$ cat config.mk
export PLATFORM = sky130hd
export DESIGN_NAME = tppc_top
export DESIGN_NICKNAME = d
export VERILOG_FILES = /design/src/verilog/tppc_pkg.sv /design/src/verilog/tppc_top.sv /design/src/verilog/tppc_tap.sv
export VERILOG_INCLUDE_DIRS = /design/src /design/src/verilog
export SDC_FILE = /design/constraint.sdc
export NUM_CORES = 1
export LEC_CHECK = 0
export BUFFER_PORTS_ARGS = -buffer_cell sky130_fd_sc_hd__buf_2
export CAP_MARGIN = 20
export CORE_ASPECT_RATIO = 0.5
export CORE_MARGIN = 2
export CORE_UTILIZATION = 35
export CTS_BUF_LIST = sky130_fd_sc_hd__clkbuf_2 sky130_fd_sc_hd__clkbuf_4 sky130_fd_sc_hd__clkbuf_8
export CTS_CLUSTER_DIAMETER = 120
export DETAILED_ROUTE_END_ITERATION = 8
export GPL_ROUTABILITY_DRIVEN = 0
export GPL_TIMING_DRIVEN = 0
export MAX_ROUTING_LAYER = met4
export PLACE_DENSITY_LB_ADDON = 0.2
export SLEW_MARGIN = 0
export SYNTH_ARGS = -nofsm -noshare
export SYNTH_HDL_FRONTEND = slang
export SYNTH_SLANG_ARGS = --single-unit
$ cat constraint.sdc
create_clock -name i_mclk -period 5.05 [get_ports i_mclk]
set_clock_uncertainty 0.1 [all_clocks]
set_input_delay 1.2625 -clock i_mclk [delete_from_list [all_inputs] [get_ports i_mclk]]
set_output_delay 1.2625 -clock i_mclk [all_outputs]
set_load 0.01 [all_outputs]
$ cat src/verilog/tppc_map.svh
// Overview of operation
// - In flexible mode a low test mode select hands the test clock, data-in and data-out pins to scan use.
// - Once in scan use the pins stay there until the scan state machine enters its reset state, then return to user I/O.
// - Five test clock cycles with test mode select high bring the scan state machine to reset; the tester must supply them.
// - In dedicated test mode test mode select acts as the standard scan select and the pins never fall back to user I/O.
// - The data-in pin feeds both scan shifting and probe selection, and the test clock clocks probe operations.
// - Each probe pin can output the live value of any selected internal node, giving real-time diagnosis with both.
// - A probe pin not in probe use is an ordinary user input or output driven by the design.
// - Probing can be disabled permanently on both probe pins, after which no node is visible there.
// - The hardwired array clock reaches every register cell directly, with no dependence on fan-out.
// - The two routed clock inputs pass a buffer stage before they clock the register cells.
// - Each general-purpose pin can be an input, an output, a tristate output or a bidirectional buffer.
`ifndef TPPC_MAP_SVH
`define TPPC_MAP_SVH

// ============================================================
// Sizes
`define TPPC_N_GPIO        4
`define TPPC_N_NODE        16
`define TPPC_SEL_W         4
`define TPPC_IR_W          4
`define TPPC_DR_W          10
`define TPPC_TLR_TMS_TCKS  5

// ============================================================
// Instruction codes and capture value
`define TPPC_OP_BYPASS     4'hf
`define TPPC_OP_PROBE      4'h2
`define TPPC_IR_CAPTURE    4'h1

// ============================================================
// Pin synchroniser layout
`define TPPC_SYNC_W        15
`define TPPC_SYN_TMS       0
`define TPPC_SYN_TCK       1
`define TPPC_SYN_TDI       2
`define TPPC_SYN_TDO       3
`define TPPC_SYN_DED       4
`define TPPC_SYN_FUSE      5
`define TPPC_SYN_PROBE_A   6
`define TPPC_SYN_PROBE_B   7
`define TPPC_SYN_HCLK      8
`define TPPC_SYN_RCA       9
`define TPPC_SYN_RCB       10
`define TPPC_SYN_GPIO      11

`endif

$ cat src/verilog/tppc_pkg.sv
`default_nettype none
`include "tppc_map.svh"
package tppc_pkg;

  typedef enum logic [3:0] {
    tap_reset, tap_idle, tap_sel_dr, tap_cap_dr, tap_sh_dr, tap_ex1_dr, tap_pa_dr, tap_ex2_dr,
    tap_upd_dr, tap_sel_ir, tap_cap_ir, tap_sh_ir, tap_ex1_ir, tap_pa_ir, tap_ex2_ir, tap_upd_ir
  } tppc_tap_state_type;

  typedef enum logic [1:0] {
    pin_input, pin_output, pin_tristate, pin_bidir
  } tppc_pin_mode_type;

  typedef struct packed {
    logic out;
    logic oe;
  } tppc_pad_type;

  typedef struct packed {
    logic                    en_b;
    logic                    en_a;
    logic [`TPPC_SEL_W-1:0]  sel_b;
    logic [`TPPC_SEL_W-1:0]  sel_a;
  } tppc_probe_cfg_type;

  typedef struct packed {
    tppc_tap_state_type state;
    logic [2:0]         tms_high_cnt;
  } tppc_tap_reg_type;

  typedef struct packed {
    logic [`TPPC_SYNC_W-1:0]    syn1;
    logic [`TPPC_SYNC_W-1:0]    syn2;
    logic                       tck_prev;
    logic                       hclk_prev;
    logic [1:0]                 rclk_prev;
    logic                       hard_en;
    logic [1:0]                 rclk_buf;
    logic [1:0]                 routed_en;
    logic                       active;
    logic [`TPPC_IR_W-1:0]      ir;
    logic [`TPPC_IR_W-1:0]      ir_sh;
    logic [`TPPC_DR_W-1:0]      dr_sh;
    logic                       byp;
    logic                       tdo;
    tppc_probe_cfg_type         cfg;
    logic                       locked;
    tppc_pad_type [2:0]         scan_pad;
    logic [2:0]                 user_scan_in;
    tppc_pad_type [1:0]         probe_pad;
    logic [1:0]                 user_probe_in;
    tppc_pad_type [`TPPC_N_GPIO-1:0] gpio_pad;
    logic [`TPPC_N_GPIO-1:0]    gpio_in;
  } tppc_state_type;

endpackage : tppc_pkg
`default_nettype wire

$ cat src/verilog/tppc_top.sv
`timescale 1ns/1ps
`default_nettype none
`include "tppc_map.svh"
module tppc_top (
  input  wire logic                              i_mclk,
  input  wire logic                              i_resetn,
  input  wire logic                              i_tms_pin,
  input  wire logic                              i_tck_pin,
  input  wire logic                              i_tdi_pin,
  input  wire logic                              i_tdo_pin,
  output var  tppc_pkg::tppc_pad_type            o_tck_pad,
  output var  tppc_pkg::tppc_pad_type            o_tdi_pad,
  output var  tppc_pkg::tppc_pad_type            o_tdo_pad,
  input  wire logic                              i_dedicated_test,
  input  wire logic                              i_probe_fuse,
  input  wire logic                              i_probe_lock,
  input  wire logic                              i_probe_a_pin,
  input  wire logic                              i_probe_b_pin,
  output var  tppc_pkg::tppc_pad_type            o_probe_a_pin,
  output var  tppc_pkg::tppc_pad_type            o_probe_b_pin,
  input  wire logic [`TPPC_N_NODE-1:0]           i_node,
  input  wire logic [2:0]                        i_user_scan_out,
  input  wire logic [2:0]                        i_user_scan_oe,
  output logic      [2:0]                        o_user_scan_in,
  input  wire logic [1:0]                        i_user_probe_out,
  input  wire logic [1:0]                        i_user_probe_oe,
  output logic      [1:0]                        o_user_probe_in,
  input  wire logic                              i_hclk_pin,
  input  wire logic                              i_routed_clock_a,
  input  wire logic                              i_routed_clock_b,
  output logic                                   o_hard_clk_en,
  output logic      [1:0]                        o_routed_clk_en,
  input  wire logic [`TPPC_N_GPIO-1:0]           i_gpio_pin,
  input  wire tppc_pkg::tppc_pin_mode_type [`TPPC_N_GPIO-1:0] i_gpio_mode,
  input  wire logic [`TPPC_N_GPIO-1:0]           i_gpio_out,
  input  wire logic [`TPPC_N_GPIO-1:0]           i_gpio_oe,
  output var  tppc_pkg::tppc_pad_type [`TPPC_N_GPIO-1:0] o_gpio_pad,
  output logic      [`TPPC_N_GPIO-1:0]           o_gpio_in,
  output logic                                   o_test_active,
  output logic                                   o_probe_locked
);

  tppc_pkg::tppc_state_type     st;
  tppc_pkg::tppc_state_type     next_st;
  tppc_pkg::tppc_tap_state_type tap_state;
  logic                         tap_enter_reset;
  logic                         tms_s;
  logic                         tdi_s;
  logic                         ded_s;
  logic                         fuse_s;
  logic                         tck_rise;
  logic                         tck_fall;
  logic                         tap_run;
  logic                         test_use;
  logic                         hclk_rise;
  logic [1:0]                   rclk_rise;
  logic [1:0]                   probe_on;
  logic                         node_a;
  logic                         node_b;
  logic [`TPPC_N_GPIO-1:0]      gpio_oe_n;
  logic [`TPPC_N_GPIO-1:0]      gpio_in_n;

  // ============================================================
  // Pin sampling
  // All pin levels are read from the second synchroniser stage only; the
  // third stage of the clock pins exists purely for edge detection.
  assign tms_s     = st.syn2[`TPPC_SYN_TMS];
  assign tdi_s     = st.syn2[`TPPC_SYN_TDI];
  assign ded_s     = st.syn2[`TPPC_SYN_DED];
  assign fuse_s    = st.syn2[`TPPC_SYN_FUSE];
  assign tck_rise  = st.syn2[`TPPC_SYN_TCK] && !st.tck_prev;
  assign tck_fall  = !st.syn2[`TPPC_SYN_TCK] && st.tck_prev;
  assign hclk_rise = st.syn2[`TPPC_SYN_HCLK] && !st.hclk_prev;
  assign rclk_rise = st.syn2[`TPPC_SYN_RCB:`TPPC_SYN_RCA] & ~st.rclk_prev;

  // The scan state machine only runs while the scan pins are in test use,
  // so user traffic on the shared clock pin cannot walk it out of reset.
  assign tap_run  = ded_s || st.active;
  assign test_use = tap_run;

  tppc_tap u_tap (
    .i_mclk        (i_mclk),
    .i_resetn      (i_resetn),
    .i_step        (tck_rise && tap_run),
    .i_tms         (tms_s),
    .i_force_reset (!tap_run),
    .o_state       (tap_state),
    .o_enter_reset (tap_enter_reset)
  );

  // ============================================================
  // Probe selection
  assign probe_on[0] = st.cfg.en_a && !st.locked && !fuse_s;
  assign probe_on[1] = st.cfg.en_b && !st.locked && !fuse_s;
  assign node_a      = i_node[st.cfg.sel_a];
  assign node_b      = i_node[st.cfg.sel_b];

  // ============================================================
  // General-purpose pin buffers
  genvar g;
  generate
    for (g = 0; g < `TPPC_N_GPIO; g = g + 1) begin : gen_gpio
      assign gpio_oe_n[g] = (i_gpio_mode[g] == tppc_pkg::pin_output) ||
                            (((i_gpio_mode[g] == tppc_pkg::pin_tristate) ||
                              (i_gpio_mode[g] == tppc_pkg::pin_bidir)) && i_gpio_oe[g]);
      assign gpio_in_n[g] = ((i_gpio_mode[g] == tppc_pkg::pin_input) ||
                             (i_gpio_mode[g] == tppc_pkg::pin_bidir)) &&
                            st.syn2[`TPPC_SYN_GPIO+g];

      AST_GPIO_MODE: assert property (
        @(posedge i_mclk) disable iff (!i_resetn)
        (i_gpio_mode[g] == tppc_pkg::pin_input) |=> !o_gpio_pad[g].oe && o_gpio_pad[g].out == $past(i_gpio_out[g]))
        else $error("input-mode pin is driving");
    end
  endgenerate

  // ============================================================
  // Next state
  always_comb begin
    next_st = st;
    next_st.syn1 = {i_gpio_pin, i_routed_clock_b, i_routed_clock_a, i_hclk_pin, i_probe_b_pin,
                    i_probe_a_pin, i_probe_fuse, i_dedicated_test, i_tdo_pin, i_tdi_pin,
                    i_tck_pin, i_tms_pin};
    next_st.syn2      = st.syn1;
    next_st.tck_prev  = st.syn2[`TPPC_SYN_TCK];
    next_st.hclk_prev = st.syn2[`TPPC_SYN_HCLK];
    next_st.rclk_prev = st.syn2[`TPPC_SYN_RCB:`TPPC_SYN_RCA];

    // Hardwired clock enable goes straight to the cells; routed clocks pay
    // one extra buffer stage, which is why they arrive a cycle later.
    next_st.hard_en   = hclk_rise;
    next_st.rclk_buf  = rclk_rise;
    next_st.routed_en = st.rclk_buf;

    // Flexible-mode ownership of the scan pins.
    if (!ded_s) begin
      if (!st.active && !tms_s) begin
        next_st.active = 1'b1;
      end else if (st.active && tap_enter_reset) begin
        next_st.active = 1'b0;
      end
    end

    // Scan shifting on test clock rises.
    if (tck_rise && tap_run) begin
      case (tap_state)
        tppc_pkg::tap_cap_ir: next_st.ir_sh = `TPPC_IR_CAPTURE;
        tppc_pkg::tap_sh_ir:  next_st.ir_sh = {tdi_s, st.ir_sh[`TPPC_IR_W-1:1]};
        tppc_pkg::tap_cap_dr: begin
          next_st.dr_sh = st.cfg;
          next_st.byp   = 1'b0;
        end
        tppc_pkg::tap_sh_dr: begin
          if (st.ir == `TPPC_OP_PROBE) begin
            next_st.dr_sh = {tdi_s, st.dr_sh[`TPPC_DR_W-1:1]};
          end else begin
            next_st.byp = tdi_s;
          end
        end
        default: next_st.byp = st.byp;
      endcase
    end

    // Output and update actions on test clock falls.
    if (tck_fall && tap_run) begin
      case (tap_state)
        tppc_pkg::tap_sh_ir: next_st.tdo = st.ir_sh[0];
        tppc_pkg::tap_sh_dr: next_st.tdo = (st.ir == `TPPC_OP_PROBE) ? st.dr_sh[0] : st.byp;
        tppc_pkg::tap_upd_ir: next_st.ir = st.ir_sh;
        tppc_pkg::tap_upd_dr: begin
          if (st.ir == `TPPC_OP_PROBE) begin
            next_st.cfg = st.dr_sh;
          end
        end
        default: next_st.tdo = st.tdo;
      endcase
    end
    if (tap_state == tppc_pkg::tap_reset) begin
      next_st.ir = `TPPC_OP_BYPASS;
    end

    // Lock is sticky until power-on reset; the fuse input covers the
    // permanent case across resets.
    if (i_probe_lock || fuse_s) begin
      next_st.locked = 1'b1;
    end

    // Scan pins: clock and data-in are inputs in test use, data-out drives
    // only while shifting.
    if (test_use) begin
      next_st.scan_pad[0]  = '{out: 1'b0, oe: 1'b0};
      next_st.scan_pad[1]  = '{out: 1'b0, oe: 1'b0};
      next_st.scan_pad[2]  = '{out: st.tdo,
                               oe: (tap_state == tppc_pkg::tap_sh_dr) ||
                                   (tap_state == tppc_pkg::tap_sh_ir)};
      next_st.user_scan_in = 3'h0;
    end else begin
      for (int k = 0; k < 3; k++) begin
        next_st.scan_pad[k] = '{out: i_user_scan_out[k], oe: i_user_scan_oe[k]};
      end
      next_st.user_scan_in = st.syn2[`TPPC_SYN_TDO:`TPPC_SYN_TCK];
    end

    // Probe pins.
    if (probe_on[0]) begin
      next_st.probe_pad[0] = '{out: node_a, oe: 1'b1};
    end else begin
      next_st.probe_pad[0] = '{out: i_user_probe_out[0], oe: i_user_probe_oe[0]};
    end
    if (probe_on[1]) begin
      next_st.probe_pad[1] = '{out: node_b, oe: 1'b1};
    end else begin
      next_st.probe_pad[1] = '{out: i_user_probe_out[1], oe: i_user_probe_oe[1]};
    end
    next_st.user_probe_in = st.syn2[`TPPC_SYN_PROBE_B:`TPPC_SYN_PROBE_A];

    for (int k = 0; k < `TPPC_N_GPIO; k++) begin
      next_st.gpio_pad[k] = '{out: i_gpio_out[k], oe: gpio_oe_n[k]};
    end
    next_st.gpio_in = gpio_in_n;
  end

  always_ff @(posedge i_mclk or negedge i_resetn) begin
    if (!i_resetn) begin
      st    <= '0;
      st.ir <= `TPPC_OP_BYPASS;
      // Test mode select idles high; a low reset value here would make the
      // first cycles after reset look like a claim of the scan pins.
      st.syn1[`TPPC_SYN_TMS] <= 1'b1;
      st.syn2[`TPPC_SYN_TMS] <= 1'b1;
    end else begin
      st <= next_st;
    end
  end

  // ============================================================
  // Outputs
  assign o_tck_pad       = st.scan_pad[0];
  assign o_tdi_pad       = st.scan_pad[1];
  assign o_tdo_pad       = st.scan_pad[2];
  assign o_user_scan_in  = st.user_scan_in;
  assign o_probe_a_pin   = st.probe_pad[0];
  assign o_probe_b_pin   = st.probe_pad[1];
  assign o_user_probe_in = st.user_probe_in;
  assign o_hard_clk_en   = st.hard_en;
  assign o_routed_clk_en = st.routed_en;
  assign o_gpio_pad      = st.gpio_pad;
  assign o_gpio_in       = st.gpio_in;
  assign o_test_active   = test_use;
  assign o_probe_locked  = st.locked;

  // ============================================================
  // Checks
  AST_FLEX_ENTER: assert property (
    @(posedge i_mclk) disable iff (!i_resetn)
    (!ded_s && !st.active && !tms_s) |=> st.active ##1 (!o_tck_pad.oe && !o_tdi_pad.oe))
    else $error("low TMS did not claim the scan pins");

  AST_FLEX_HOLD: assert property (
    @(posedge i_mclk) disable iff (!i_resetn)
    (st.active && !tap_enter_reset) |=> st.active)
    else $error("scan pins released before scan reset");

  AST_FLEX_FREE: assert property (
    @(posedge i_mclk) disable iff (!i_resetn)
    (!ded_s && st.active && tap_enter_reset) |=> !st.active ##1
    (o_tdo_pad.oe == $past(i_user_scan_oe[2])))
    else $error("scan pins not released at scan reset");

  AST_DED_PINS: assert property (
    @(posedge i_mclk) disable iff (!i_resetn)
    ded_s |=> (!o_tck_pad.oe && !o_tdi_pad.oe && o_user_scan_in == 3'h0))
    else $error("dedicated test mode fell back to user I/O");

  AST_PROBE_LOAD: assert property (
    @(posedge i_mclk) disable iff (!i_resetn)
    (tck_fall && tap_run && tap_state == tppc_pkg::tap_upd_dr && st.ir == `TPPC_OP_PROBE)
    |=> (st.cfg == $past(st.dr_sh)))
    else $error("probe selection not loaded from scan data");

  AST_PROBE_LIVE: assert property (
    @(posedge i_mclk) disable iff (!i_resetn)
    probe_on[0] |=> (o_probe_a_pin.oe && o_probe_a_pin.out == $past(node_a)))
    else $error("probe A does not show the selected node");

  AST_PROBE_USER: assert property (
    @(posedge i_mclk) disable iff (!i_resetn)
    !probe_on[1] |=> (o_probe_b_pin.out == $past(i_user_probe_out[1]) &&
                      o_probe_b_pin.oe == $past(i_user_probe_oe[1])))
    else $error("idle probe B not under user control");

  AST_LOCK_STAYS: assert property (
    @(posedge i_mclk) disable iff (!i_resetn)
    st.locked |=> st.locked && !probe_on[1] &&
                  (o_probe_a_pin.out == $past(i_user_probe_out[0])) &&
                  (o_probe_a_pin.oe == $past(i_user_probe_oe[0])))
    else $error("probe lock lost or probing still possible");

  AST_HARD_CLK: assert property (
    @(posedge i_mclk) disable iff (!i_resetn)
    hclk_rise |=> o_hard_clk_en)
    else $error("hardwired clock edge not delivered next cycle");

  AST_ROUTED_CLK: assert property (
    @(posedge i_mclk) disable iff (!i_resetn)
    rclk_rise[0] |=> !o_routed_clk_en[0] ##1 o_routed_clk_en[0])
    else $error("routed clock A skipped its buffer stage");

endmodule : tppc_top
`default_nettype wire

$ cat src/verilog/tppc_tap.sv
`timescale 1ns/1ps
`default_nettype none
`include "tppc_map.svh"
module tppc_tap (
  input  wire logic                     i_mclk,
  input  wire logic                     i_resetn,
  input  wire logic                     i_step,
  input  wire logic                     i_tms,
  input  wire logic                     i_force_reset,
  output var  tppc_pkg::tppc_tap_state_type o_state,
  output logic                          o_enter_reset
);

  tppc_pkg::tppc_tap_reg_type st;
  tppc_pkg::tppc_tap_reg_type next_st;
  tppc_pkg::tppc_tap_state_type nxt;

  // ============================================================
  // Standard test access port sequence
  always_comb begin
    nxt = st.state;
    case (st.state)
      tppc_pkg::tap_reset:  nxt = i_tms ? tppc_pkg::tap_reset  : tppc_pkg::tap_idle;
      tppc_pkg::tap_idle:   nxt = i_tms ? tppc_pkg::tap_sel_dr : tppc_pkg::tap_idle;
      tppc_pkg::tap_sel_dr: nxt = i_tms ? tppc_pkg::tap_sel_ir : tppc_pkg::tap_cap_dr;
      tppc_pkg::tap_cap_dr: nxt = i_tms ? tppc_pkg::tap_ex1_dr : tppc_pkg::tap_sh_dr;
      tppc_pkg::tap_sh_dr:  nxt = i_tms ? tppc_pkg::tap_ex1_dr : tppc_pkg::tap_sh_dr;
      tppc_pkg::tap_ex1_dr: nxt = i_tms ? tppc_pkg::tap_upd_dr : tppc_pkg::tap_pa_dr;
      tppc_pkg::tap_pa_dr:  nxt = i_tms ? tppc_pkg::tap_ex2_dr : tppc_pkg::tap_pa_dr;
      tppc_pkg::tap_ex2_dr: nxt = i_tms ? tppc_pkg::tap_upd_dr : tppc_pkg::tap_sh_dr;
      tppc_pkg::tap_upd_dr: nxt = i_tms ? tppc_pkg::tap_sel_dr : tppc_pkg::tap_idle;
      tppc_pkg::tap_sel_ir: nxt = i_tms ? tppc_pkg::tap_reset  : tppc_pkg::tap_cap_ir;
      tppc_pkg::tap_cap_ir: nxt = i_tms ? tppc_pkg::tap_ex1_ir : tppc_pkg::tap_sh_ir;
      tppc_pkg::tap_sh_ir:  nxt = i_tms ? tppc_pkg::tap_ex1_ir : tppc_pkg::tap_sh_ir;
      tppc_pkg::tap_ex1_ir: nxt = i_tms ? tppc_pkg::tap_upd_ir : tppc_pkg::tap_pa_ir;
      tppc_pkg::tap_pa_ir:  nxt = i_tms ? tppc_pkg::tap_ex2_ir : tppc_pkg::tap_pa_ir;
      tppc_pkg::tap_ex2_ir: nxt = i_tms ? tppc_pkg::tap_upd_ir : tppc_pkg::tap_sh_ir;
      tppc_pkg::tap_upd_ir: nxt = i_tms ? tppc_pkg::tap_sel_dr : tppc_pkg::tap_idle;
      default:              nxt = tppc_pkg::tap_reset;
    endcase
  end

  always_comb begin
    next_st = st;
    o_enter_reset = 1'b0;
    if (i_force_reset) begin
      next_st.state = tppc_pkg::tap_reset;
      next_st.tms_high_cnt = 3'h0;
    end else if (i_step) begin
      next_st.state = nxt;
      o_enter_reset = (nxt == tppc_pkg::tap_reset) && (st.state != tppc_pkg::tap_reset);
      if (!i_tms) begin
        next_st.tms_high_cnt = 3'h0;
      end else if (st.tms_high_cnt != 3'h7) begin
        next_st.tms_high_cnt = st.tms_high_cnt + 3'h1;
      end
    end
  end

  always_ff @(posedge i_mclk or negedge i_resetn) begin
    if (!i_resetn) begin
      st <= '0;
    end else begin
      st <= next_st;
    end
  end

  assign o_state = st.state;

  // ============================================================
  // Checks
  AST_TLR_FIVE: assert property (
    @(posedge i_mclk) disable iff (!i_resetn)
    (st.tms_high_cnt >= 3'(`TPPC_TLR_TMS_TCKS)) |-> (st.state == tppc_pkg::tap_reset))
    else $error("scan state machine not in reset after five high TMS clocks");

  AST_TAP_HELD: assert property (
    @(posedge i_mclk) disable iff (!i_resetn)
    i_force_reset |=> (st.state == tppc_pkg::tap_reset) && !o_enter_reset)
    else $error("idle scan state machine left test-logic-reset");

endmodule : tppc_tap
`default_nettype wire

Word level (Yosys, flattened, before mapping)
Cells that the tools add are included.
{ "totals": {"in_bits": 60, "register_bits": 105, "output_inout_bits": 32, "wordCells": 185} }
{ "classes": {"muxes": 38, "bitwise_logic": 3, "eq_ne": 33, "n_addsub": 1, "n_reduce_logical": 66, "order_cmp": 2} }
{ "ops": {"columns": ["operator", "count"], "rows": [
  ["$pmux W4 S12", 1],
  ["$eq A4 B4 Y1 const B", 8],
  ["$mux W4", 7],
  ["$logic_and A1 B1 Y1", 20],
  ["$pmux W10 S2", 1],
  ["$eq A2 B2 Y1 const B", 8],
  ["$eq A4 B3 Y1 const B", 4],
  ["$logic_or A1 B1 Y1", 15],
  ["$mux W7", 2],
  ["$eq A4 B2 Y1 const B", 3],
  ["$mux W3", 4],
  ["$reduce_bool A2 Y1", 6],
  ["$mux W1", 11],
  ["$lt A4 B5 Y1 const B", 2],
  ["$mux W10", 1],
  ["$mux W2", 5],
  ["$reduce_and A2 Y1", 5],
  ["$mux W9", 1],
  ["$reduce_and A3 Y1", 3],
  ["$bmux W1 S4", 2],
  ["$eq A2 B1 Y1 const B", 4],
  ["$logic_not A2 Y1", 4],
  ["$logic_not A4 Y1", 2],
  ["$pmux W4 S2", 1],
  ["other kinds (14)", 23]
]} }

Depth between registers and ports, before layout
Gate-level depths: netlist of run 1.
{ "logic_depth": {"word_depth": 10, "ltp_mapped": 6, "depth_no_buf": 5} }

By module
A second synthesis of run 1 with hierarchy kept.
{ "hier_totals": {"cells_unflattened": 330, "hier_area_um2": 4398.0} }
{ "modules_own_cells": {"columns": ["module", "area_each_um2", "instances", "cells_each", "seq_area_each_um2"], "rows": [
  ["tppc_top", 3963.8, 1, 278, 2459.9],
  ["tppc_tap", 434.2, 1, 52, 100.1]
]} }

Least setup slack after synthesis of run 1
Ideal clock, no wire load.
{ "synth_path": {"path_type": "register to output", "start": "register st[58] (netlist name)", "end": "output o_test_active", "t_required_ns": 3.688, "n_path_buf": 0, "t_arrival_ns": 0.982, "setup_slack_ns": 2.705, "path_stages_with_launch": 3, "cell_sequence": "dfrtp_1 -> nor2_1 -> clkinv_1"} }
{ "synth_via": {"elab_chain_len": 1} }
{ "synth_lines": {"columns": ["element", "line_no", "rtl"], "rows": [
  ["start: declaration", "tppc_top.sv:43", "tppc_pkg::tppc_state_type st;"],
  ["start signal: assignment", "tppc_top.sv:232", "st <= next_st;"],
  ["$logic_or A1 B1 Y1", "tppc_top.sv:78", "assign tap_run = ded_s || st.active;"],
  ["end: declaration", "tppc_top.sv:39", "output logic o_test_active,"]
]} }
No other way between the ends.

Worst setup path in the final report of run 1
Ends and elaborated chain as after synthesis.

==> flow_summary.json, run 1 <==
{
  "status": "completed",
  "clkSinkCount": 102,
  "async_flop_share_pct": 100,
  "ys_top_cells_by_count": "dfrtp_1 (96), mux2_2 (33), buf_4 (29)",
  "wire_per_inst_um": 13.7,
  "path_depth": 3,
  "crit_chain": "nor2_1 > clkinv_1 > buf_2",
  "cp_max_fo": 10,
  "syn2layout_area_growth_pct": 21.1,
  "dp_slack_ps": 2130,
  "r2r-start": "u_tap.o_state[0]",
  "antenna_found_initial": 0,
  "relSlewSlack_pct": 37.8,
  "dpl.hpwl_um": 6000,
  "cts_tree": "yes",
  "fillers": 1162,
  "r2r_setup_slack_ps": 2710,
  "ant_nets": 0,
  "hold_path.class": "reg -> reg",
  "yosys_register_bits": 102,
  "cp.arrival_ps": 1970,
  "r2r-end": "st[38]",
  "syn_area_per_cell_um2": 12.4,
  "grt-ovfl-total": 0,
  "die_w_um": 162,
  "grt_setup_unrepaired": "no",
  "cts_setup_buffers": 0,
  "initial_core_util_pct": 36.5,
  "cts_resized": 0,
  "clockRootBuffer": "clkbuf_8",
  "grt_start_max_net_pins": 72,
  "maxSlewViolCount": 0,
  "ios": 92,
  "dieArea_um2": 13500,
  "synth_top_area_share_pct": 54.8,
  "floorplan.die.height_um": 83.2,
  "synth_seq_area_share_pct": 58.4,
  "synth_most_common_cell": "dfrtp_1",
  "cts_inserted_buffers": 9,
  "endpoint": "o_test_active",
  "n_antenna_cell": 0,
  "num_rows": 28,
  "drive_above_1_share_pct": 42.5,
  "place_inst": 610,
  "viasPerCell": 4.61,
  "tightest_slew_ps": 925,
  "slowest_stage": "clkinv_1",
  "core_um2": 12000,
  "grt_pass1_wl_um": 14300,
  "reg2regPathDepth": 5,
  "setup_slack_ps": 1720,
  "tns_ps": 0,
  "drt_iter0_markers": 159,
  "end_kind": "output port",
  "ff_latch_area_um2": 2560,
  "final_cells": 626,
  "drc": 0,
  "setup_violations": 0,
  "drtPass1Iterations": 4,
  "htreeDepth": 3,
  "grt_usage_pct": 13.9,
  "clk_pin_slew_ps": 100,
  "fmax_mhz": 300,
  "cts.path.max_buffers": 2,
  "period_minus_slack_ps": 3330,
  "hold_buffers": 0,
  "syn_inst": 353,
  "clk-insertion-delay-late_ps": 380,
  "timing_worst_setup_path_type": "reg -> out",
  "synth.area.top_cells": "dfrtp_1 (55%), mux2_2 (8.5%), buf_4 (5.0%), dfstp_2 (3.6%), nand2_1 (2.1%)",
  "ys.flop_type": "dfrtp_1",
  "cp.required_ps": 3690,
  "syn_area_um2": 4390,
  "vias": 2887,
  "crit_buf_inv": 2,
  "leakagePower_nw": 2.46,
  "crit_start": "st[58]",
  "crit_path_max_incr_delay_ps": 480,
  "crit_family": "buffers and inverters",
  "hold_viol_final": 0,
  "io_buffers": 91,
  "timing.final.crit_share_pct": 66.0,
  "drv_cap": 0,
  "synth_nets": 413,
  "critPathLaunchType": "register",
  "yosys_warnings": 0,
  "synth_top_cell_by_area": "dfrtp_1",
  "synth_edf_count": 0,
  "fin_hold_ws_ps": 257,
  "fin_nets": 516,
  "multiInputGateArea_um2": 1510,
  "wirelength_um": 8570,
  "cellPowerDensity_nw_per_um2": 363,
  "grt_pass1_vias": 2844,
  "yosys.cell_types.count": 51,
  "irDropWorstVdd_v": 0.000136
}
layer usage:
layer  part of all wire [%]  global-route usage [%]  vias up
met2                     46                    20.1       69
met3                    5.1                    3.95       12
met1                     48                    18.8     1395
li1                       -                       -     1411
met5                      0                       -        -
met4                    1.5                    4.83        0
kinds of logic (layout without fill, tap and decap cells):
family,count (synthesis),in the layout,share of synthesized area [%]
AOI/OAI and AO/OA,50,50,7.70
muxes,46,46,12.6
and+or+nand+nor,97,97,13.2
DFF,102,102,58.4
buffers and inverters,53,161,7.19
xor gates and xnor gates,5,5,0.999
sequential cells by signal, indices dropped and copies added (netlist names):
register	cells
o_gpio_in	4
o_gpio_pad	8
ded_s	1
o_tck_pad	2
o_probe_b_pin	2
o_probe_a_pin	2
o_tdi_pad	2
o_hard_clk_en	1
next_st	23
o_tdo_pad	2
o_probe_locked	1
o_user_scan_in	3
st	42
o_routed_clk_en	2
fuse_s	1
o_user_probe_in	2
u_tap.o_state	4
cell type report:
cell class | count | share of cell area [%]
inverter | 7 | 0.495
sequential | 102 | 48.2
clock inverter | 7 | 2.10
clock buffer | 9 | 2.33
timing repair buffer | 92 | 9.14
tap | 165 | 3.89
buffer | 46 | 5.44
multi-input combinational | 198 | 28.4
stage by stage:
stage          area [µm²]  util, %  power [mW]
5_1_grt              5310     44.2        2.05
3_5_place_dp         5080     42.3        1.35
6_report             5310     44.2        1.93
4_1_cts              5310     44.2        1.96
3_3_place_gp         5050     42.0        1.34
2_1_floorplan        4390        -        1.21
how the worst min path moves through the flow:
stage / from / endpoint / cells past startpoint
global placement: next_st[78] / next_st[65] / 0
detailed placement: next_st[75] / next_st[13] / 0
global route: next_st[59] / o_routed_clk_en[0] / 0
CTS: next_st[59] / o_routed_clk_en[0] / 0
finish: next_st[81] / st[81] / 0
floorplan: next_st[72] / ded_s / 0
power breakdown:
part           internal [mW]  leakage, nW  switching [mW]
Sequential             0.877         1.27          0.0385
Clock                  0.293        0.120           0.303
Combinational          0.176         1.06           0.241
Total                   1.35         2.46           0.583
cell usage in the layout, fill, tap and decap left out, types with 3 or more instances in the layout:
| cell type | instances |
|---|---|
| buf_2 | 95 |
| o211ai_1 | 4 |
| dfstp_2 | 6 |
| buf_1 | 4 |
| mux2i_1 | 9 |
| o32a_1 | 3 |
| and2_1 | 11 |
| o21ai_0 | 18 |
| clkbuf_8 | 9 |
| o31ai_1 | 3 |
| a2111oi_0 | 3 |
| mux2_2 | 33 |
| xnor2_1 | 5 |
| dfrtp_1 | 96 |
| buf_4 | 30 |
| clkbuf_1 | 7 |
| inv_1 | 6 |
| nor2_1 | 17 |
| mux4_2 | 4 |
| a21oi_1 | 6 |
| nand3_1 | 8 |
| nand2_1 | 25 |
| nand2b_1 | 4 |
| inv_8 | 3 |
| nor2b_1 | 10 |
(Power assumes the default switching activity.)
==> inputs of run 2 (changes only) <==
--- a/config.mk
+++ b/config.mk
@@ -6,6 +6,7 @@
 export SDC_FILE = /design/constraint.sdc
 export NUM_CORES = 1
 export LEC_CHECK = 0
+export ABC_AREA = 1
 export BUFFER_PORTS_ARGS = -buffer_cell sky130_fd_sc_hd__buf_2
 export CAP_MARGIN = 20
 export CORE_ASPECT_RATIO = 0.5
==> constraint.sdc (replaced) <==
create_clock -name i_mclk -period 2.9 [get_ports i_mclk]
set_clock_uncertainty 0.1 [all_clocks]
set_input_delay 0.725 -clock i_mclk [delete_from_list [all_inputs] [get_ports i_mclk]]
set_output_delay 0.725 -clock i_mclk [all_outputs]
set_load 0.01 [all_outputs]
==> flow_summary.json, run 2 <==
{
  "status": "completed",
  "yosys.cell_types.count": 30,
  "grt_setup_unrepaired": "no",
  "wirelength_um": 8430,
  "largest_reg_flops": 42,
  "viasPerCell": 4.36,
  "tns_ps": 0,
  "cts_resized": 0,
  "critPathLaunchType": "register",
  "timing_worst_setup_path_type": "reg -> out",
  "synth_nets": 529,
  "crit_chain": "nor2_2 > inv_2 > buf_2",
  "synth_most_common_cell": "nand2_1",
  "drive_above_1_share_pct": 28.6,
  "clk-insertion-delay-late_ps": 370,
  "fmax_mhz": 457,
  "grt_pass1_vias": 3067,
  "grt_start_max_net_pins": 59,
  "clk_pin_slew_ps": 90,
  "end_kind": "output port",
  "floorplan.die.height_um": 82.3,
  "dieArea_um2": 13200,
  "syn_area_um2": 4290,
  "syn2layout_area_growth_pct": 20.5,
  "cp.required_ps": 2080,
  "final_common_cell": "nand2_1",
  "largest_register": "st",
  "synth_seq_area_share_pct": 59.7,
  "async_flop_share_pct": 100,
  "syn_inst": 469,
  "ios": 92,
  "fin_nets": 632,
  "timing.final.crit_share_pct": 75.5,
  "synth_edf_count": 0,
  "relSlewSlack_pct": 60.9,
  "num_rows": 28,
  "place_inst": 726,
  "slowest_stage": "dfrtp_1",
  "drv_cap": 0,
  "gr-max-usage-layer": "met2",
  "cts_setup_buffers": 0,
  "cts_tree": "yes",
  "syn_area_per_cell_um2": 9.14,
  "n_antenna_cell": 0,
  "crit_buf_inv": 2,
  "cp_max_fo": 10,
  "synth_top_cell_by_area": "dfrtp_1",
  "use_met2_pct": 21.6,
  "maxSlewViolCount": 0,
  "hold_path.class": "in -> async",
  "crit_path_max_incr_delay_ps": 410,
  "irDropWorstVdd_v": 0.000262,
  "yosys_warnings": 0,
  "grt-ovfl-total": 0,
  "hold_buffers": 0,
  "grt_pass1_wl_um": 14100,
  "core_um2": 11900,
  "final_cells": 742,
  "crit_family": "flip-flops",
  "drc": 0,
  "synth.area.top_cells": "dfrtp_1 (56%), nand2_1 (11%), buf_4 (5.8%), inv_1 (4.8%), dfstp_2 (3.7%)",
  "initial_core_util_pct": 36.1,
  "tightest_slew_ps": 587,
  "die_w_um": 161,
  "cp.arrival_ps": 1360,
  "dpl.hpwl_um": 6050,
  "period_minus_slack_ps": 2190,
  "ant_nets": 0,
  "drt_iter0_markers": 147,
  "yosys_register_bits": 102,
  "drtPass1Iterations": 4,
  "clkSinkCount": 102,
  "synth_top_area_share_pct": 56.0,
  "grtUsageMet3_pct": 4.15,
  "cts.path.max_buffers": 2,
  "ys_top_cells_by_count": "nand2_1 (124), dfrtp_1 (96), inv_1 (55)",
  "vias": 3234,
  "hold_viol_final": 0,
  "clockRootBuffer": "clkbuf_8",
  "grtUsageMet1_pct": 17.9,
  "htreeDepth": 3,
  "cellPowerDensity_nw_per_um2": 616,
  "grt_usage_pct": 14.0,
  "io_buffers": 91,
  "leakagePower_nw": 2.67,
  "cts_inserted_buffers": 9,
  "wire_per_inst_um": 11.4,
  "setup_violations": 0,
  "ys.flop_type": "dfrtp_1",
  "antenna_found_initial": 0,
  "mostFrequentLayoutCells": "nand2_1 (124), dfrtp_1 (96), buf_2 (93)"
}
## run 2: final timing paths
| path | from | end | slack, ps | depth (start not counted) |
|---|---|---|---|---|
| worst max register to register | u_tap.o_state[3] | st[40] | 1100 | 7 |
| max in group asynchronous | i_resetn | o_probe_a_pin[1] | 1760 | 2 |
| worst max-delay path | st[58] | o_test_active | 710 | 3 |
| worst min-delay path | i_resetn | next_st[69] | 250 | 1 |
| min in group i_mclk | next_st[59] | o_routed_clk_en[0] | 250 | 0 |
| worst min register to register | next_st[59] | o_routed_clk_en[0] | 250 | 0 |
## run 2: per-stage QoR
stage          setup slack [ps]  hold slack, ps  util, %  power, mW  area (µm²)
3_5_place_dp               1090             235     41.9       2.37        4980
6_report                    711             248     43.5       3.18        5160
2_1_floorplan              1360             231        -       2.13        4290
4_1_cts                     667             254     43.5       3.24        5160
5_1_grt                     562             260     43.5       3.41        5160
3_3_place_gp               -138             232     41.7       2.36        4950
## run 2: area by class of cell
class / instances / area (µm²)
sequential: 102 / 2560
inverter: 58 / 218
clock buffer: 11 / 145
clock inverter: 5 / 41.3
multi-input combinational: 270 / 1220
fill: 1195 / 6710
tap: 165 / 206
buffer: 39 / 285
timing repair buffer: 92 / 485
## run 2: power by group
part           internal (mW)  switching [mW]  total, mW
Combinational          0.273           0.446      0.719
Sequential              1.55          0.0688       1.62
Clock                  0.355           0.489      0.843
## run 2: cell families after synthesis
kind of cell | after synthesis | synth area share, %
and+or+nand+nor | 204 | 19.7
AOI/OAI and AO/OA | 66 | 8.87
buffers and inverters | 97 | 11.7
DFF | 102 | 59.7
## run 2: routing by layer
layer / vias to the layer above / routed length [µm] / share of wire, %
li1: 1655 / - / -
met1: 1486 / 4210 / 50
met2: 83 / 3690 / 44
met3: 10 / 427 / 5.1
met4: 0 / 104 / 1.2
met5: - / 0 / 0
==> inputs of run 3 (changes only) <==
==> constraint.sdc (replaced) <==
create_clock -name i_mclk -period 2.1 [get_ports i_mclk]
set_clock_uncertainty 0.1 [all_clocks]
set_input_delay 0.525 -clock i_mclk [delete_from_list [all_inputs] [get_ports i_mclk]]
set_output_delay 0.525 -clock i_mclk [all_outputs]
set_load 0.01 [all_outputs]
==> flow_summary.json, run 3 (synthesis gave the netlist of run 2 again) <==
{
  "vias": 3246,
  "irDropWorstVdd_v": 0.000363,
  "p_clk_share_pct": 26.5,
  "drc": 0,
  "utilization_pct": 43.5,
  "grt-ovfl-total": 0,
  "dieArea_um2": 13200,
  "intPower_mw": 3.01,
  "ant_nets": 0,
  "maxSlewViolCount": 0,
  "dpl.hpwl_um": 6050,
  "cp.arrival_ps": 1290,
  "drtPass1Iterations": 4,
  "setup_slack_ps": 187,
  "grt_setup_unrepaired": "no",
  "status": "completed",
  "critPathLaunchType": "register",
  "drt_iter0_markers": 154,
  "drive_above_1_share_pct": 28.6,
  "tightest_slew_ps": 587,
  "setup_violations": 0,
  "drv_cap": 0,
  "grt_start_max_net_pins": 59,
  "final_common_cell": "nand2_1",
  "wirelength_um": 8460,
  "mostFrequentLayoutCells": "nand2_1 (124), dfrtp_1 (96), buf_2 (93)",
  "slowest_stage": "dfrtp_1",
  "clockRootBuffer": "clkbuf_8",
  "htreeDepth": 3,
  "total_power_mw": 4.40,
  "cts.path.max_buffers": 2,
  "fin_nets": 632,
  "leakagePower_nw": 2.67,
  "tns_ps": 0,
  "grt_usage_pct": 14.0,
  "hold_path.class": "in -> async",
  "grt_pass1_vias": 3067,
  "io_buffers": 91,
  "wire_per_inst_um": 11.4,
  "clk_pin_slew_ps": 90,
  "hold_buffers": 0,
  "cts_setup_buffers": 0,
  "hold_viol_final": 0,
  "largest_reg_flops": 42,
  "grt_pass1_wl_um": 14100,
  "clk-insertion-delay-late_ps": 370,
  "timing_worst_setup_path_type": "reg -> out",
  "ios": 92,
  "core_um2": 11900,
  "cts_tree": "yes",
  "end_kind": "output port",
  "p_sw_mw": 1.39,
  "swShare_pct": 31.6,
  "crit_chain": "nor2_4 > inv_2 > buf_2",
  "initial_core_util_pct": 36.1,
  "n_antenna_cell": 0,
  "largest_register": "st",
  "timing.final.crit_share_pct": 91.1,
  "antenna_found_initial": 0,
  "dp_slack_ps": 334,
  "syn2layout_area_growth_pct": 20.6,
  "crit_path_max_incr_delay_ps": 430,
  "die_w_um": 161,
  "crit_family": "flip-flops",
  "combPwrFrac_pct": 22.6,
  "crit_buf_inv": 2,
  "cellPowerDensity_nw_per_um2": 852,
  "relSlewSlack_pct": 60.8,
  "cts_inserted_buffers": 9,
  "period_minus_slack_ps": 1910,
  "fmax_mhz": 523,
  "num_rows": 28,
  "cp.required_ps": 1470,
  "cp_max_fo": 10,
  "viasPerCell": 4.37,
  "floorplan.die.height_um": 82.3,
  "clkSinkCount": 102,
  "seq_power_share_pct": 50.9,
  "fin_hold_ws_ps": 55.0
}
## run 3: area by class of cell
type	instances	area, µm²
clock inverter	5	41.3
fill	1194	6710
timing repair buffer	92	485
buffer	39	285
sequential	102	2560
inverter	58	218
tap	165	206
clock buffer	11	145
multi-input combinational	270	1230
## run 3: layer usage
layer / global-route usage, % / routed length [µm] / vias to the layer above
met5: - / 0 / -
li1: - / - / 1655
met1: 17.9 / 4220 / 1497
met4: 5.05 / 104 / 0
met2: 21.6 / 3720 / 84
met3: 4.15 / 407 / 10
## run 3: power groups by stage
stage / clock (mW) / sequential, mW / combinational [mW]
6_report: 1.16 / 2.24 / 0.997
2_1_floorplan: 0 / 2.25 / 0.690
4_1_cts: 1.24 / 2.24 / 1.00
3_5_place_dp: 0 / 2.28 / 1.00
5_1_grt: 1.31 / 2.26 / 1.14
3_3_place_gp: 0 / 2.27 / 0.991
## run 3: per-stage QoR
| step | area, µm² | instances |
|---|---|---|
| 3_3_place_gp | 4950 | 725 |
| 5_1_grt | 5170 | 742 |
| 6_report | 5170 | 742 |
| 4_1_cts | 5160 | 742 |
| 2_1_floorplan | 4290 | 469 |
| 3_5_place_dp | 4980 | 726 |
## run 3: what timing repair did
item                       4_1_cts  5_1_grt
setup endpoints to repair        0        1
resized for setup                0        1
hold endpoints to repair         0        0
## run 3: worst paths after layout
kind,depth (start not counted),start,slack [ps],end
max,3,st[58],190,o_test_active
min,1,i_resetn,50,next_st[69]
max reg2reg,7,u_tap.o_state[3],300,st[40]
min reg2reg,0,next_st[59],250,o_routed_clk_en[0]
max in group asynchronous,2,i_resetn,1160,o_probe_a_pin[1]
min in group i_mclk,1,i_tms_pin,150,next_st[68]
